--- src/pfm_pkg.sv ---
// package of constants, pin tables and helpers for the port pin function mux
package pfm_pkg;

    // number of multiplexed pins handled and alternate functions per pin
    localparam int PFM_PIN_COUNT = 38;
    localparam int PFM_FUNC_COUNT = 3;
    localparam int PFM_NUM_WIDTH = 7;
    localparam int PFM_SLOT_WIDTH = 6;

    // function-select encodings
    localparam logic [1:0] PFM_SEL_GPIO = 2'h0;
    localparam logic [1:0] PFM_SEL_FUNC1 = 2'h1;
    localparam logic [1:0] PFM_SEL_FUNC2 = 2'h2;
    localparam logic [1:0] PFM_SEL_FUNC3 = 2'h3;
    localparam logic [1:0] PFM_SEL_RESET = 2'h0;

    // field layout of a capability word: two bits per alternate function
    localparam int PFM_CAP_FIELD = 2;

    // direction an alternate function gives the pad
    typedef enum logic [1:0] {
        PFM_DIR_NONE,
        PFM_DIR_IN,
        PFM_DIR_OUT,
        PFM_DIR_BIDIR
    } pfm_dir_type;

    // general-purpose number of each handled pin, by slot
    localparam logic [6:0] PFM_PIN_NUM [PFM_PIN_COUNT] = '{
        7'h10, 7'h11, 7'h12, 7'h13, 7'h18, 7'h19,
        7'h39, 7'h3A, 7'h3B, 7'h3C, 7'h3D, 7'h3E, 7'h3F,
        7'h40, 7'h41, 7'h42, 7'h43, 7'h44, 7'h45, 7'h46, 7'h47,
        7'h48, 7'h49, 7'h4A, 7'h4B, 7'h4C, 7'h4D,
        7'h62, 7'h63, 7'h64, 7'h65, 7'h66, 7'h67,
        7'h68, 7'h69, 7'h6A, 7'h6B, 7'h6C
    };

    // per slot {func3, func2, func1} directions: 0 none 1 in 2 out 3 bidir
    localparam logic [5:0] PFM_CAP [PFM_PIN_COUNT] = '{
        6'h01, 6'h01, 6'h01, 6'h01, 6'h09, 6'h09,
        6'h35, 6'h3A, 6'h35, 6'h02, 6'h01, 6'h02, 6'h01,
        6'h0E, 6'h0D, 6'h0E, 6'h0D, 6'h0E, 6'h0D, 6'h0E, 6'h0D,
        6'h0A, 6'h09, 6'h0A, 6'h09, 6'h0A, 6'h09,
        6'h1E, 6'h1E, 6'h1E, 6'h1E, 6'h1A, 6'h1E,
        6'h17, 6'h17, 6'h1B, 6'h17, 6'h1B
    };

    // direction of a pin for a given select; gpio is always two-way
    function automatic pfm_dir_type pfm_dir(input logic [5:0] cap,
                                            input logic [1:0] sel);
        pfm_dir_type d;
        d = PFM_DIR_BIDIR;
        unique case (sel)
            PFM_SEL_GPIO: d = PFM_DIR_BIDIR;
            PFM_SEL_FUNC1: d = pfm_dir_type'(cap[1:0]);
            PFM_SEL_FUNC2: d = pfm_dir_type'(cap[3:2]);
            PFM_SEL_FUNC3: d = pfm_dir_type'(cap[5:4]);
        endcase
        return d;
    endfunction

    // slot lookup by pin number: bit 6 is a hit, bits 5:0 the slot
    function automatic logic [6:0] pfm_slot(input logic [6:0] num);
        logic [6:0] r;
        r = 7'h00;
        for (int i = 0; i < PFM_PIN_COUNT; i++) begin
            if (PFM_PIN_NUM[i] == num) begin
                r = {1'b1, 6'(i)};
            end
        end
        return r;
    endfunction

endpackage

--- src/pfm_cfg_if.sv ---
// interface between the pin mux and its per-pin configuration store
`timescale 1ns/1ps
interface pfm_cfg_if;
    import pfm_pkg::*;

    logic wr_en;
    logic [PFM_NUM_WIDTH-1:0] wr_num;
    logic [1:0] wr_sel;
    logic wr_miss;
    logic [PFM_NUM_WIDTH-1:0] rd_num;
    logic [1:0] rd_sel;
    logic [2*PFM_PIN_COUNT-1:0] sel;

    modport store (
        input wr_en,
        input wr_num,
        input wr_sel,
        input rd_num,
        output wr_miss,
        output rd_sel,
        output sel
    );

    modport mux (
        output wr_en,
        output wr_num,
        output wr_sel,
        output rd_num,
        input wr_miss,
        input rd_sel,
        input sel
    );
endinterface

--- src/pfm_port_pin_function_mux.sv ---
// top of the port pin function mux: pads, gpio path and alternate functions
`timescale 1ns/1ps

// Function
// RULE1 - select 00 gpio, then functions one to three
// RULE2 - software never programs unimplemented select values
// RULE3 - each pin has its own configuration register
// RULE4 - pins 16-19 gpio or analog input only
// RULE5 - pins 24-25 analog, spi a selects 2,3
// RULE6 - pin 57 can e, serial l, i2c c
// RULE7 - pin 58 can f, serial m tx, i2c d
// RULE8 - pin 59 can f, serial m rx, i2c d
// RULE9 - pins 60-63 serial a and b only
// RULE10 - pins 64-71 serial c-f, timer 31-24
// RULE11 - pins 72-77 serial g-j, spi chip selects
// RULE12 - pins 98-101 spi d, i2c, analog 50-53
// RULE13 - pins 102-103 spi c, ethernet management, analog
// RULE14 - pins 104-108 timers, ethernet signals, analog
// RULE15 - reserved select leaves pin fully disconnected
module pfm_port_pin_function_mux
    import pfm_pkg::*;
(
    // clock and reset
    input wire logic mclk,
    input wire logic srst,
    // pin configuration register access
    input wire logic cfg_wr_en,
    input wire logic [PFM_NUM_WIDTH-1:0] cfg_wr_num,
    input wire logic [1:0] cfg_wr_sel,
    output logic cfg_wr_miss,
    input wire logic [PFM_NUM_WIDTH-1:0] cfg_rd_num,
    output logic [1:0] cfg_rd_sel,
    // pads
    input wire logic [PFM_PIN_COUNT-1:0] pad_in,
    output logic [PFM_PIN_COUNT-1:0] pad_out,
    output logic [PFM_PIN_COUNT-1:0] pad_oe_n,
    // general-purpose i/o path
    input wire logic [PFM_PIN_COUNT-1:0] gpio_out,
    input wire logic [PFM_PIN_COUNT-1:0] gpio_drive,
    output logic [PFM_PIN_COUNT-1:0] gpio_in,
    // alternate functions, index 0 is function one
    input wire logic [PFM_FUNC_COUNT-1:0][PFM_PIN_COUNT-1:0] alt_out,
    input wire logic [PFM_FUNC_COUNT-1:0][PFM_PIN_COUNT-1:0] alt_drive,
    output logic [PFM_FUNC_COUNT-1:0][PFM_PIN_COUNT-1:0] alt_in
);

    // pins are handled by slot, not by gpio number: slot i stands for
    // the pin whose number is PFM_PIN_NUM[i], and every vector port
    // above is indexed by slot; a number outside the table has no
    // register, and a write to it is flagged through cfg_wr_miss

    // all state lives in one record: three synchroniser stages, the
    // filtered level and the registered outputs toward pads and
    // peripherals
    typedef struct packed {
        logic [PFM_PIN_COUNT-1:0] sync1;
        logic [PFM_PIN_COUNT-1:0] sync2;
        logic [PFM_PIN_COUNT-1:0] sync3;
        logic [PFM_PIN_COUNT-1:0] filt;
        logic [PFM_PIN_COUNT-1:0] pad_out;
        logic [PFM_PIN_COUNT-1:0] pad_oe_n;
        logic [PFM_PIN_COUNT-1:0] gpio_in;
        logic [PFM_FUNC_COUNT-1:0][PFM_PIN_COUNT-1:0] alt_in;
    } pfm_mux_state_type;

    pfm_mux_state_type state;
    pfm_mux_state_type next_state;

    pfm_cfg_if cfg ();

    // configuration access goes straight to the register store;
    // the store sits on the same clock, so nothing needs a crossing,
    // and a write lands at the edge that samples it and reaches the
    // pads one edge later
    assign cfg.wr_en = cfg_wr_en;
    assign cfg.wr_num = cfg_wr_num;
    assign cfg.wr_sel = cfg_wr_sel;
    assign cfg.rd_num = cfg_rd_num;
    assign cfg_wr_miss = cfg.wr_miss;
    assign cfg_rd_sel = cfg.rd_sel;

    // per-pin function select registers
    pfm_pin_config u_config (
        .mclk(mclk),
        .srst(srst),
        .cfg(cfg.store)
    );

    // notes for users of this block:
    // - every pad output is registered, so a peripheral sees one cycle
    //   between its drive and the pad; that cycle buys clean pad timing
    // - output-only functions drive the pad whenever they are selected
    //   and ignore their drive enable, since those peripherals have none
    // - analog functions are routed as digital inputs to alt_in; the pad
    //   is never driven while an analog function is selected
    // - a select with no function behind it is stored as written, but
    //   it leaves the pad undriven and every input reading zero
    // - a write to a pin that is not in the table changes nothing
    //   and raises cfg_wr_miss for one cycle
    // - pad pulses shorter than two cycles may be lost in the filter

    // pad steering; the capability table carries each pin's functions
    always_comb begin
        logic [1:0] sel;
        pfm_dir_type dir;
        logic reserved;
        logic drive;
        logic value;
        logic listen;
        sel = 2'h0;
        dir = PFM_DIR_NONE;
        drive = 1'b0;
        value = 1'b0;
        listen = 1'b0;
        reserved = 1'b0;
        // hold everything by default; the loop below overwrites per pin
        next_state = state;
        // pad inputs cross in; first stage feeds only the second;
        // a metastable first stage must settle before anyone looks at
        // it, and the third stage gives the agreement test its second
        // opinion before the filter follows
        next_state.sync1 = pad_in;
        next_state.sync2 = state.sync1;
        next_state.sync3 = state.sync2;
        for (int i = 0; i < PFM_PIN_COUNT; i++) begin
            // a pad change counts once stages two and three agree
            if (state.sync2[i] == state.sync3[i]) begin
                next_state.filt[i] = state.sync3[i];
            end
            // RULE1 decode the select
            sel = cfg.sel[2*i +: 2];
            // the capability table gives each slot its directions;
            // the groups below name what each slot carries
            // RULE4 slots 0-3 analog only
            //   pins 16-19: function one is the analog or mux input
            // RULE5 slots 4-5 analog, spi a
            //   pins 24-25: analog in, then chip selects 2 and 3 out
            // RULE6 slot 6 receive lines
            //   pin 57: can e receive, serial l receive, i2c c data
            // RULE7 slot 7 transmit lines
            //   pin 58: can f transmit, serial m transmit, i2c d clock
            // RULE8 slot 8 receive lines
            //   pin 59: can f receive, serial m receive, i2c d data
            // RULE9 slots 9-12 serial a, b
            //   pins 60-63: tx, rx, tx, rx on function one only
            // RULE10 slots 13-20 serial, timers
            //   pins 64-71: serial c-f tx and rx, timers 31-24 two-way
            // RULE11 slots 21-26 serial, chip selects
            //   pins 72-77: serial g, h, j, then spi selects as outputs
            // RULE12 slots 27-30 spi d, i2c, analog
            //   pins 98-101: selects out, i2c two-way, analog 50-53 in
            // RULE13 slots 31-32 spi c, management
            //   pins 102-103: selects out, management clock and data
            // RULE14 slots 33-37 timers, ethernet
            //   pins 104-108: timers 7-3 two-way, ethernet, analog in
            dir = pfm_dir(PFM_CAP[i], sel);
            // RULE15 an unimplemented select has direction none;
            // catching it first keeps a stray peripheral drive off the
            // pad even if the table is later extended carelessly
            reserved = (sel != PFM_SEL_GPIO) && (dir == PFM_DIR_NONE);
            drive = 1'b0;
            value = 1'b0;
            if (reserved) begin
                drive = 1'b0; // nothing owns this pad
                value = 1'b0;
            end else if (sel == PFM_SEL_GPIO) begin
                drive = gpio_drive[i];
                value = gpio_out[i];
            end else if (dir == PFM_DIR_OUT) begin
                drive = 1'b1; // fixed outputs drive always
                value = alt_out[sel-2'h1][i];
            end else if (dir == PFM_DIR_BIDIR) begin
                drive = alt_drive[sel-2'h1][i];
                value = alt_out[sel-2'h1][i];
            end
            // RULE15 reserved leaves the pad undriven
            next_state.pad_oe_n[i] = ~drive;
            next_state.pad_out[i] = drive & value;
            // only the selected function ever sees the pad level
            next_state.gpio_in[i] = (sel == PFM_SEL_GPIO) & next_state.filt[i];
            // each function listens only while selected and able to input
            listen = !reserved
                && ((dir == PFM_DIR_IN) || (dir == PFM_DIR_BIDIR));
            for (int f = 0; f < PFM_FUNC_COUNT; f++) begin
                next_state.alt_in[f][i] =
                    (sel == 2'(f + 1)) & listen & next_state.filt[i];
            end
        end
    end

    // state register; pads start released with outputs low, so
    // nothing fights a board driver while the chip is in reset
    always_ff @(posedge mclk) begin
        if (srst) begin
            state.sync1 <= '0;
            state.sync2 <= '0;
            state.sync3 <= '0;
            state.filt <= '0;
            state.pad_out <= '0;
            state.pad_oe_n <= '1;
            state.gpio_in <= '0;
            state.alt_in <= '0;
        end else begin
            state <= next_state;
        end
    end

    // outputs come straight from flip-flops; gpio_in and alt_in stay
    // zero unless their function owns the pin, so an idle peripheral
    // never sees stray pad activity
    assign pad_out = state.pad_out;
    assign pad_oe_n = state.pad_oe_n;
    assign gpio_in = state.gpio_in;
    assign alt_in = state.alt_in;

endmodule

--- src/pfm_pin_config.sv ---
// per-pin configuration registers holding each pin's function select
`timescale 1ns/1ps
module pfm_pin_config
    import pfm_pkg::*;
(
    // clock and reset
    input wire logic mclk,
    input wire logic srst,
    // configuration access
    pfm_cfg_if.store cfg
);

    typedef struct packed {
        logic [2*PFM_PIN_COUNT-1:0] sel;
        logic [1:0] rd_sel;
        logic wr_miss;
    } pfm_cfg_state_type;

    pfm_cfg_state_type state;
    pfm_cfg_state_type next_state;

    // write selects one pin's register by its gpio number
    always_comb begin
        logic [6:0] wr_hit;
        logic [6:0] rd_hit;
        wr_hit = pfm_slot(cfg.wr_num);
        rd_hit = pfm_slot(cfg.rd_num);
        next_state = state;
        next_state.wr_miss = 1'b0;
        // RULE3 one register per pin
        if (cfg.wr_en) begin
            if (wr_hit[6]) begin
                next_state.sel[2*wr_hit[5:0] +: 2] = cfg.wr_sel;
            end else begin
                next_state.wr_miss = 1'b1; // number not multiplexed here
            end
        end
        // read-back of the stored select; unknown numbers read zero
        next_state.rd_sel = rd_hit[6] ? state.sel[2*rd_hit[5:0] +: 2]
                                      : 2'h0;
    end

    // state register; every pin comes up as general-purpose i/o
    always_ff @(posedge mclk) begin
        if (srst) begin
            state.sel <= {PFM_PIN_COUNT{PFM_SEL_RESET}};
            state.rd_sel <= 2'h0;
            state.wr_miss <= 1'b0;
        end else begin
            state <= next_state;
        end
    end

    assign cfg.sel = state.sel;
    assign cfg.rd_sel = state.rd_sel;
    assign cfg.wr_miss = state.wr_miss;

endmodule

--- config.mk ---
export PLATFORM = sky130hd
export DESIGN_NAME = pfm_port_pin_function_mux
export DESIGN_NICKNAME = d
export VERILOG_FILES = /design/src/pfm_pkg.sv /design/src/pfm_cfg_if.sv /design/src/pfm_port_pin_function_mux.sv /design/src/pfm_pin_config.sv
export SDC_FILE = /design/constraint.sdc
export NUM_CORES = 1
export LEC_CHECK = 0
export BUFFER_PORTS_ARGS = -buffer_cell sky130_fd_sc_hd__buf_2
export CAP_MARGIN = 20
export CORE_AREA = 2 2 232 234
export CTS_CLUSTER_SIZE = 14
export DETAILED_ROUTE_END_ITERATION = 10
export DIE_AREA = 0 0 234 236
export HOLD_SLACK_MARGIN = 0.1
export PLACE_DENSITY = 0.66
export SETUP_SLACK_MARGIN = 0.3
export SLEW_MARGIN = 5
export SYNTH_ARGS = -nofsm -noshare
export SYNTH_HDL_FRONTEND = slang
export SYNTH_SLANG_ARGS = --single-unit
--- constraint.sdc ---
create_clock -name mclk -period 5.6 [get_ports mclk]
set_clock_uncertainty 0.15 [all_clocks]
set_input_delay 0.28 -clock mclk [delete_from_list [all_inputs] [get_ports mclk]]
set_output_delay 0.28 -clock mclk [all_outputs]
set_load 0.01 [all_outputs]
==> Word level (Yosys, flattened, before mapping) <==
Index checks and enable logic that the tools add are counted.
{ "word_totals": {"romBits": 0, "latchBits": 0, "mem_count": 0, "in_bits": 361, "word_cells": 1697, "register_bits": 459, "mem_bits_rw": 0} }
{ "op_classes": {"mul": 0, "shifts": 3, "bitwise_logic": 344, "eq_ne": 342, "n_reduce_logical": 308, "addsub": 39, "n_mux": 610, "magnitude_cmp": 38, "div": 0} }
{ "op_table": {"columns": ["op", "count"], "rows": [
  ["$bmux W38 S2", 76],
  ["$mux W7", 78],
  ["$eq A7 B7 Y1 const A", 50],
  ["$mux W1", 345],
  ["$and A1 B1 Y1", 304],
  ["$eq A2 B2 Y1 const B", 152],
  ["$pmux W2 S3", 27],
  ["$eq A2 B1 Y1 const B", 76],
  ["$logic_not A2 Y1", 76],
  ["$lt A2 B3 Y1 const B", 38],
  ["$eq A6 B7 Y1 const A", 14],
  ["$eq A5 B7 Y1 const A", 12],
  ["$reduce_or A2 Y1", 41],
  ["$bwmux W76", 1],
  ["$logic_and A1 B1 Y1", 76],
  ["$mux W38", 2],
  ["$reduce_bool A2 Y1", 38],
  ["$shift A2 B34 Y76 const A", 1],
  ["$shiftx A2 B34 Y76", 1],
  ["$shiftx A76 B8 Y2", 1],
  ["$sub A2 B1 Y2 const B", 38],
  ["$mux W37", 2],
  ["$mux W36", 2],
  ["$mux W35", 2],
  ["40 further kinds", 231]
]} }

==> Depth between registers and ports, before layout <==
Gate-level depths: netlist of run 1.
{ "depth": {"word_depth": 42, "depth_mapped": 15, "depth_no_buf": 12} }

==> Cells and area by module <==
A second synthesis of run 1 with hierarchy kept.
{ "unflattened": {"cells_unflattened": 2321, "hier_area_um2": 22679.3} }
{ "modules_own_cells": {"columns": ["mod", "seq_area_each_um2", "n_inst", "cells_per_inst", "area_each_um2"], "rows": [
  ["pfm_port_pin_function_mux", 7607.3, 1, 1681, 16922.5],
  ["pfm_pin_config", 1581.5, 1, 640, 5756.8]
]} }

==> Worst setup path after synthesis of run 1 <==
Ideal clock, no wire load.
{ "synth_path": {"path_type": "in2reg", "from": "input cfg_wr_num[5]", "to": "register u_config.cfg.sel[64] (netlist name)", "path_buffers": 4, "setup_slack_ns": 2.015, "path_stages": 15, "required_ns": 5.327, "arrival_ns": 3.312, "cell_sequence": "buf_4 -> buf_2 -> a211oi_1 -> o22ai_1 -> a21oi_1 -> o211a_4 -> ha_1 -> buf_1 -> and2_1 -> and4b_4 -> xnor2_4 -> buf_6 -> nor4b_4 -> nand2_2 -> mux2_1"} }
{ "synth_between": {"elab_chain_len": 41, "elab_cells_between_ends": 81} }
{ "synth_rtl": {"columns": ["item", "line_no", "source"], "rows": [
  ["from (decl)", "pfm_port_pin_function_mux.sv:28", "input wire logic [PFM_NUM_WIDTH-1:0] cfg_wr_num,"],
  ["$eq A5 B7 Y1", "pfm_pkg.sv:67", "if (PFM_PIN_NUM[i] == num) begin"],
  ["$mux W7 (36 in series)", "pfm_pkg.sv:67", null],
  ["$mux W7 (*)", "pfm_pkg.sv:67", null],
  ["$neg A7 Y34", "pfm_pin_config.sv:33", "next_state.sel[2*wr_hit[5:0] +: 2] = cfg.wr_sel;"],
  ["$shiftx A2 B34 Y76 / $shift A2 B34 Y76 (equally long branches)", "pfm_pin_config.sv:33", null],
  ["$bwmux W76", "pfm_pin_config.sv:33", null]
]} }
Every way passes the cells marked *; elsewhere a longest branch is shown, timed or not.
A chain may end at the register's enable or synchronous reset.

==> Final worst setup path of run 1 <==
{ "layout_path": {"from": "input cfg_wr_num[3]", "to": "register u_config.cfg.sel[75] (netlist name)"} }
{ "layout_between": {"elab_chain_len": 41, "elab_cells_between_ends": 81} }
{ "layout_rtl": {"columns": ["item", "line_no"], "rows": [
  ["$eq A5 B7 Y1", "pfm_pkg.sv:67"],
  ["$mux W7 (36 in series)", "pfm_pkg.sv:67"],
  ["$mux W7 (*)", "pfm_pkg.sv:67"],
  ["$neg A7 Y34", "pfm_pin_config.sv:33"],
  ["$shiftx A2 B34 Y76 / $shift A2 B34 Y76 (equally long branches)", "pfm_pin_config.sv:33"],
  ["$bwmux W76", "pfm_pin_config.sv:33"]
]} }
Marked as above.

==> results of run 1 <==
-- cell usage after synthesis (6+ instances only) --
| cell | number |
|---|---|
| dfxtp_1 | 459 |
| buf_4 | 237 |
| ha_1 | 208 |
| nor2_1 | 161 |
| nor2b_1 | 129 |
| mux2i_1 | 112 |
| o21ai_0 | 112 |
| and2_1 | 110 |
| a21oi_1 | 108 |
| inv_1 | 107 |
| nand2_1 | 94 |
| or3_1 | 52 |
| nand2b_1 | 48 |
| nand3_1 | 44 |
| clkbuf_1 | 39 |
| o31ai_1 | 36 |
| and3_1 | 18 |
| buf_2 | 17 |
| or2_2 | 17 |
| a22oi_1 | 16 |
| nor3_1 | 14 |
| and3b_1 | 13 |
| nor3b_1 | 12 |
| a211oi_1 | 11 |
| a31oi_1 | 10 |
| nand4_1 | 9 |
| nand3b_1 | 8 |
| nor4b_1 | 8 |
| mux4_2 | 7 |
| buf_1 | 6 |
| buf_6 | 6 |
| mux2_2 | 6 |
-- registers in the layout, summed over array words and instances, names as in the netlist --
signal / count
u_config.cfg.wr_miss: 1
alt_in: 114
u_config.cfg.sel: 76
gpio_in: 38
u_config.cfg.rd_sel: 2
next_state: 76
pad_oe_n: 38
pad_out: 38
state: 76
-- metal layers --
metal / GRT usage, % / part of all wire, % / vias to the layer above
li1: - / - / 8429
met1: 25.4 / 44 / 7939
met2: 35.2 / 48 / 468
met3: 4.06 / 5.3 / 129
met4: 7.73 / 3.3 / 0
met5: 0 / 0 / -
-- cells by family after synthesis --
| logic type | count (synthesis) | share of synthesized area (%) |
|---|---|---|
| AND/OR/NAND/NOR | 769 | 19.5 |
| flip-flops | 459 | 41.4 |
| buffers and inverters | 412 | 11.3 |
| AO/OA/AOI/OAI | 339 | 9.34 |
| adder cells (fa/ha/maj) | 208 | 11.7 |
| multiplexers | 127 | 6.17 |
| XOR/XNOR | 10 | 0.598 |
-- final cells by class --
cell class                      count  area (µm²)  share of cell area (%)
Antenna cell                        4        10.0                  0.0368
Clock buffer                       75        1530                    5.61
Clock inverter                     11         140                   0.515
Inverter                          107         402                    1.48
Multi-Input combinational cell   1453       10500                    38.7
Sequential cell                   459        9190                    33.8
Tap cell                          696         871                    3.20
Timing Repair Buffer              696        4530                    16.6
-- worst min path at each step --
| stage | start | to | slack (ns) |
|---|---|---|---|
| after floorplan | gpio_drive[2] | pad_oe_n[2] | 0.24 |
| after global placement | next_state[333] | next_state[295] | 0.27 |
| after detailed placement | next_state[319] | next_state[281] | 0.27 |
| after CTS | alt_drive[53] | pad_oe_n[15] | 0.10 |
| after global routing | alt_drive[53] | pad_oe_n[15] | 0.17 |
| final | alt_drive[51] | pad_oe_n[13] | 0.15 |
-- stage by stage --
| step | instance area, µm² | hold WS (ns) | setup slack (ns) |
|---|---|---|---|
| 6_report | 27200 | 0.146 | 1.65 |
| 5_1_grt | 27200 | 0.173 | 1.36 |
| 4_1_cts | 27200 | 0.101 | 1.63 |
| 3_5_place_dp | 23500 | 0.270 | 1.00 |
| 3_3_place_gp | 23500 | 0.268 | 1.14 |
| 2_1_floorplan | 22200 | 0.237 | 2.01 |
-- power by group through the flow --
stage / clock network, mW / registers [mW] / logic [mW]
2_1_floorplan: 0 / 3.41 / 0.343
3_3_place_gp: 0 / 3.42 / 0.491
3_5_place_dp: 0 / 3.42 / 0.499
4_1_cts: 3.40 / 3.35 / 0.604
5_1_grt: 3.53 / 3.35 / 0.663
6_report: 3.32 / 3.35 / 0.613
-- tightest hold or removal path, stage by stage --
cell and delay, ns:
buf_2 0.10, a31oi_1 0.17, nor2_1 0.05, a21oi_1 0.10, or3_1 0.13
-- repair_timing --
item                                   CTS  global route
hold buffers                           199             0
buffers inserted                         0             0
endpoints found under the hold margin  117             0
==> results.md, run 1 <==
* Outcome: finished clean
* Setup slack of the worst register-to-register path at 2.27 ns
* Fin crit period at 3.95 ns
* Fillers at 4678
* Post-detailed-placement half-perimeter wirelength at 41.8 mm
* Critical Path Sink: u_config.cfg.sel[75]
* CP Max Fanout at 25
* Routed wire per std cell at 16.7 µm
* GRT overflow at 0
* Hold Violations, Final at 0
* Slew at the pin with the worst max-slew slack at 1.12 ns
* Most common cell after layout, fill and taps aside: buf_2
* Slew Limit Headroom at 25.0%
* Number of top-level pins at 592
* Count of placed standard cells including taps at 3211
* Area added between synthesis and finish at 22.6%
* Overall die height at 236 µm
* Class of the tightest hold or removal check: in -> reg
* Post-route fraction of the period consumed by the critical path at 70.5%
* Final setup fails at 0
* Worst reg2reg startpoint: u_config.cfg.sel[14]
* Most numerous cell on the critical path: nand3_1
* Number of global-route vias before repair at 17.3k
* Die Wd at 234 µm
* DRC marker count from the first detailed-route iteration at 696
* Post-synth EDFFs at 0
* Number of iterations in the first detailed-routing pass at 8
* Maximum root-to-sink buffer count at 3
* Max-cap viol count at 0
* Detail-routed via count per cell at 4.85
* Max Clk Rate at 253 MHz
* Total clock sinks at 459
* Cell Count, Final, Fillers Out at 3501
* Type of the worst setup path: in -> reg
* Maximum number of pins on one net before global-route repair at 101
* Worst reg-to-reg path cell count at 10
* Number of standard-cell rows in the floorplan at 85
* Maximum level of the CTS H-tree at 2
* TritonCTS clock tree: yes
* Power per unit of standard cell area at 267 nW/µm²
* Synthesized area at 22200 µm²
* Sw Share at 22.6%
* Remaining antenna violation count after routing at 0
* Sum Neg Setup Slack at 0 ns
* Synth Register Bits at 459
* Number of buffer cells added on primary ports at 490
* Clock slew at the register clock pins of the worst setup and hold paths at 0.06 ns
* Terminus of the critical flop-to-flop path: pad_out[7]
* Antenna violations before repair at 3
* Required time at the endpoint of the critical path at 5.91 ns
* Sequential cell fraction of total power at 46.0%
* Combinational fraction of design power at 8.4%
* Number of buffers added by the clock tree synthesis step at 49
* Starting density of the core at 41.8%
* Resized cells post-CTS at 0
* Data arrival time of the worst path at 4.25 ns
* Net switching power of the design at 1.64 mW
* Routability-driven placement congestion ratio at 0.902
* Die area at 55200 µm²
* Final core utilization at 51.3%
* Post-synthesis cell type with the largest combined area: dfxtp_1
* Sum of routed wire length over all layers at 58.5 mm
* Crit path launch: cfg_wr_num[3]
* Critical path, cell by cell: buf_2 > or3b_4 > mux2i_1 > nand3_1 > a32oi_2 > or2b_1 > nor3_1 > ha_1 > nand2b_1 > a211oi_2 > nand3_1 > nor2_1 > mux2_2
* Final Max Tran Viols at 0
* Worst-case vdd ir drop at 0.000228 V
* Yosys warning count at 0
* Synthesized netlist cell count at 2324
* Pleak at 12.2 nW
* Most area-consuming cells after synthesis: dfxtp_1, ha_1, buf_4
* Highest-count cells in the layout ignoring fill and taps: buf_2, dfxtp_1, ha_1, dlygate4sd3_1, nor2_1
* Global-route wire length before repair at 90.7 mm
* Number of unique standard cell types used by synthesis at 85
* Remaining design rule violation count at 0
* Core area at 53100 µm²
* Vias post-DR at 17.0k
* Max stage delay cell, worst path: nand3_1
* Element type at the critical path end: register
* Sort of element at the start of the critical path: input port
* Library cell used as clock root buffer: clkbuf_16
* Family with the most delay on the worst path: simple AND/OR/NAND/NOR gates
* Number of stages on the worst setup path at 13
* CP peak stage delay at 0.66 ns
* WHS Path Cells at 5
* Final net count at 3335
* Cell Int Power at 5.63 mW
* Async set-reset flop share out of synthesis at 0%
* Sequential cell area fraction in the yosys report at 41.4%
* Fraction of power consumed by the clock network at 45.6%
* Average size of a mapped cell at 9.55 µm²
* Top FF cell, synth: dfxtp_1
* Pwr Total at 7.28 mW
* Area share of the largest cell type after synthesis at 41.4%
* Buffers & Inverters on Critical Path at 1
* Unrepaired setup endpoints after global routing: false
* Overall routing resource usage at 20.6%
* Layout cell share with drive strength beyond 1 at 22.6%
* Latest clock arrival within the worst-skew pair at 0.58 ns
* Net Count, Synth at 2893
No activity file was read; power rests on OpenSTA's default activity.
==> inputs of run 2 (changes only) <==
--- a/config.mk
+++ b/config.mk
@@ -12,7 +12,7 @@
 export DETAILED_ROUTE_END_ITERATION = 10
 export DIE_AREA = 0 0 234 236
 export HOLD_SLACK_MARGIN = 0.1
-export PLACE_DENSITY = 0.66
+export PLACE_DENSITY = 0.69
 export SETUP_SLACK_MARGIN = 0.3
 export SLEW_MARGIN = 5
 export SYNTH_ARGS = -nofsm -noshare
==> constraint.sdc (replaced) <==
create_clock -name mclk -period 3.5 [get_ports mclk]
set_clock_uncertainty 0.15 [all_clocks]
set_input_delay 0.175 -clock mclk [delete_from_list [all_inputs] [get_ports mclk]]
set_output_delay 0.175 -clock mclk [all_outputs]
set_load 0.01 [all_outputs]
==> results.md, run 2 (synthesis gave the netlist of run 1 again) <==
* Met2 track utilization from global routing at 35.6% (was 35.2%)
* Vias post-DR at 17.5k (was 17.0k)
* GRT overflow at 0 (unchanged)
* Element type at the critical path end: register (unchanged)
* Max-cap viol count at 0 (unchanged)
* Highest-count cells in the layout ignoring fill and taps: buf_2, dfxtp_1, dlygate4sd3_1, ha_1, nor2_1 (was buf_2, dfxtp_1, ha_1, dlygate4sd3_1, nor2_1)
* Slack of the critical path at 0.360 ns (was 1.65 ns)
* Latest clock arrival within the worst-skew pair at 0.59 ns (was 0.58 ns)
* Standard cell area after detailed placement at 23900 µm² (was 23500 µm²)
* Number of buffers added by the clock tree synthesis step at 49 (unchanged)
* Worst reg2reg startpoint: u_config.cfg.sel[61] (was u_config.cfg.sel[14])
* Start point of the worst hold path: cfg_rd_num[4] (was alt_drive[51])
* Buffers & Inverters on Critical Path at 3 (was 1)
* Family with the most delay on the worst path: buffers and inverters (was simple AND/OR/NAND/NOR gates)
* Remaining antenna violation count after routing at 0 (unchanged)
* Routed wire per std cell at 16.8 µm (was 16.7 µm)
* Number of buffer cells added on primary ports at 490 (unchanged)
* Maximum number of pins on one net before global-route repair at 98 (was 101)
* Sort of element at the start of the critical path: register (was input port)
* Max Clk Rate at 318 MHz
* Area added between synthesis and finish at 26.3% (was 22.6%)
* CP peak stage delay at 0.56 ns (was 0.66 ns)
* Critical path, cell by cell: inv_1 > ha_1 > a31oi_1 > a211oi_1 > a21oi_1 > dlygate4sd3_1 > or2_2 > nor2_1 > dlygate4sd3_1 (was buf_2 > or3b_4 > mux2i_1 > nand3_1 > a32oi_2 > or2b_1 > nor3_1 > ha_1 > nand2b_1 > a211oi_2 > nand3_1 > nor2_1 > mux2_2)
* Most numerous cell on the critical path: dlygate4sd3_1 (was nand3_1)
* Met3 global-route usage at 4.39% (was 4.06%)
* Number of global-route vias before repair at 17.7k (was 17.3k)
* DRC marker count from the first detailed-route iteration at 691 (was 696)
* Antenna violations before repair at 9 (was 3)
* Worst hold margin at 0.169 ns (was 0.146 ns)
* Largest register by flop count: alt_in (unchanged)
* Hold Violations, Final at 0 (unchanged)
* Overall routing resource usage at 21.1% (was 20.6%)
* TritonCTS clock tree: yes (unchanged)
* Detail-routed via count per cell at 4.87 (was 4.85)
* Setup slack at placement at 0.0712 ns (was 1.00 ns)
* Final net count at 3410 (was 3335)
* Type of the worst setup path: reg -> reg (was in -> reg)
* Starting density of the core at 41.8% (unchanged)
* CP Max Fanout at 7 (was 25)
* Global-route wire length before repair at 92.5 mm (was 90.7 mm)
* Number of standard-cell rows in the floorplan at 85 (unchanged)
* Power per unit of standard cell area at 429 nW/µm² (was 267 nW/µm²)
* Number of iterations in the first detailed-routing pass at 5 (was 8)
* Die Wd at 234 µm (unchanged)
* Final Max Tran Viols at 0 (unchanged)
* Outcome: finished clean (unchanged)
* Class of the tightest hold or removal check: in -> reg (unchanged)
* Required time at the endpoint of the critical path at 3.88 ns (was 5.91 ns)
* Number of top-level pins at 592 (unchanged)
* Maximum level of the CTS H-tree at 2 (unchanged)
* Sum of routed wire length over all layers at 60.1 mm (was 58.5 mm)
* Crit path launch: u_config.cfg.sel[61] (was cfg_wr_num[3])
* Total clock sinks at 459 (unchanged)
* Core area at 53100 µm² (unchanged)
* Library cell used as clock root buffer: clkbuf_16 (unchanged)
* Fin crit period at 3.14 ns
* Slew at the pin with the worst max-slew slack at 0.784 ns (was 1.12 ns)
* Most utilized layer in the global route result: met2 (unchanged)
* Data arrival time of the worst path at 3.52 ns (was 4.25 ns)
* Overall die height at 236 µm (unchanged)
* Most common cell after layout, fill and taps aside: buf_2 (unchanged)
* Remaining design rule violation count at 0 (unchanged)
* Max stage delay cell, worst path: dlygate4sd3_1 (was nand3_1)
* Unrepaired setup endpoints after global routing: true (was false)
* Post-route fraction of the period consumed by the critical path at 89.7%
* Layout cell share with drive strength beyond 1 at 24.8% (was 22.6%)
* Final setup fails at 0 (unchanged)
* Sum Neg Setup Slack at 0 ns (unchanged)
* Pleak at 12.7 nW (was 12.2 nW)
* Clock slew at the register clock pins of the worst setup and hold paths at 0.06 ns (about the same)
* Post-detailed-placement half-perimeter wirelength at 43.3 mm (was 41.8 mm)
* Maximum root-to-sink buffer count at 3 (unchanged)
* Worst-case vdd ir drop at 0.000286 V (was 0.000228 V)
* Design area at 28000 µm² (was 27200 µm²)
* Met1 Use GR at 26.1% (was 25.4%)
* Routability-driven placement congestion ratio at 0.868 (was 0.902)
* Slew Limit Headroom at 47.3% (was 25.0%)
* Die area at 55200 µm² (unchanged)
* Flip-flop count of the largest register after layout at 114 (unchanged)
==> run 2: metrics by stage <==
step / cells / utilization, % / power, mW
2_1_floorplan: 2324 / - / 6.01
3_3_place_gp: 3255 / 45.0 / 6.30
3_5_place_dp: 3255 / 45.0 / 6.31
4_1_cts: 3573 / 52.6 / 12.1
5_1_grt: 3585 / 52.8 / 12.5
6_report: 3585 / 52.8 / 12.0
==> run 2: layout make-up <==
| class | count | area, µm² |
|---|---|---|
| Sequential cell | 459 | 9210 |
| Inverter | 107 | 409 |
| Tap cell | 696 | 871 |
| Antenna cell | 7 | 17.5 |
| Clock inverter | 21 | 298 |
| Clock buffer | 71 | 1480 |
| Multi-Input combinational cell | 1453 | 10600 |
| Fill cell | 4727 | 25000 |
| Timing Repair Buffer | 771 | 5180 |
==> run 2: worst register-to-register path, cell delays in order, from the launching register on <==
cell	delay [ns]
dfxtp_1	0.51
inv_1	0.15
ha_1	0.36
a31oi_1	0.10
a211oi_1	0.25
a21oi_1	0.07
dlygate4sd3_1	0.56
or2_2	0.30
nor2_1	0.10
dlygate4sd3_1	0.54
==> run 2: metal layers <==
layer | share of wire [%] | up-vias
met3 | 5.7 | 145
met2 | 47 | 493
met1 | 43 | 8226
met5 | 0.035 | -
met4 | 3.7 | 4
li1 | - | 8602
==> run 2: timing repair <==
action | in CTS | in global routing
endpoints found under the hold margin | 167 | 0
hold buffers | 226 | 0
resized for setup | 0 | 30
endpoints found under the setup margin | 0 | 17
setup buffers | 0 | 4
==> run 2: worst paths after layout <==
kind                                  to  slack, ns  depth (start not counted)
hold reg to reg          next_state[296]       0.28                          1
setup reg to reg             pad_out[30]       0.36                          9
hold / removal    u_config.cfg.rd_sel[0]       0.17                          5
setup / recovery             pad_out[30]       0.36                          9
==> run 2: where the power goes <==
part / switching, mW / total (mW) / internal [mW]
clock network: 2.16 / 5.62 / 3.46
registers: 0.0317 / 5.36 / 5.32
logic: 0.517 / 1.05 / 0.537
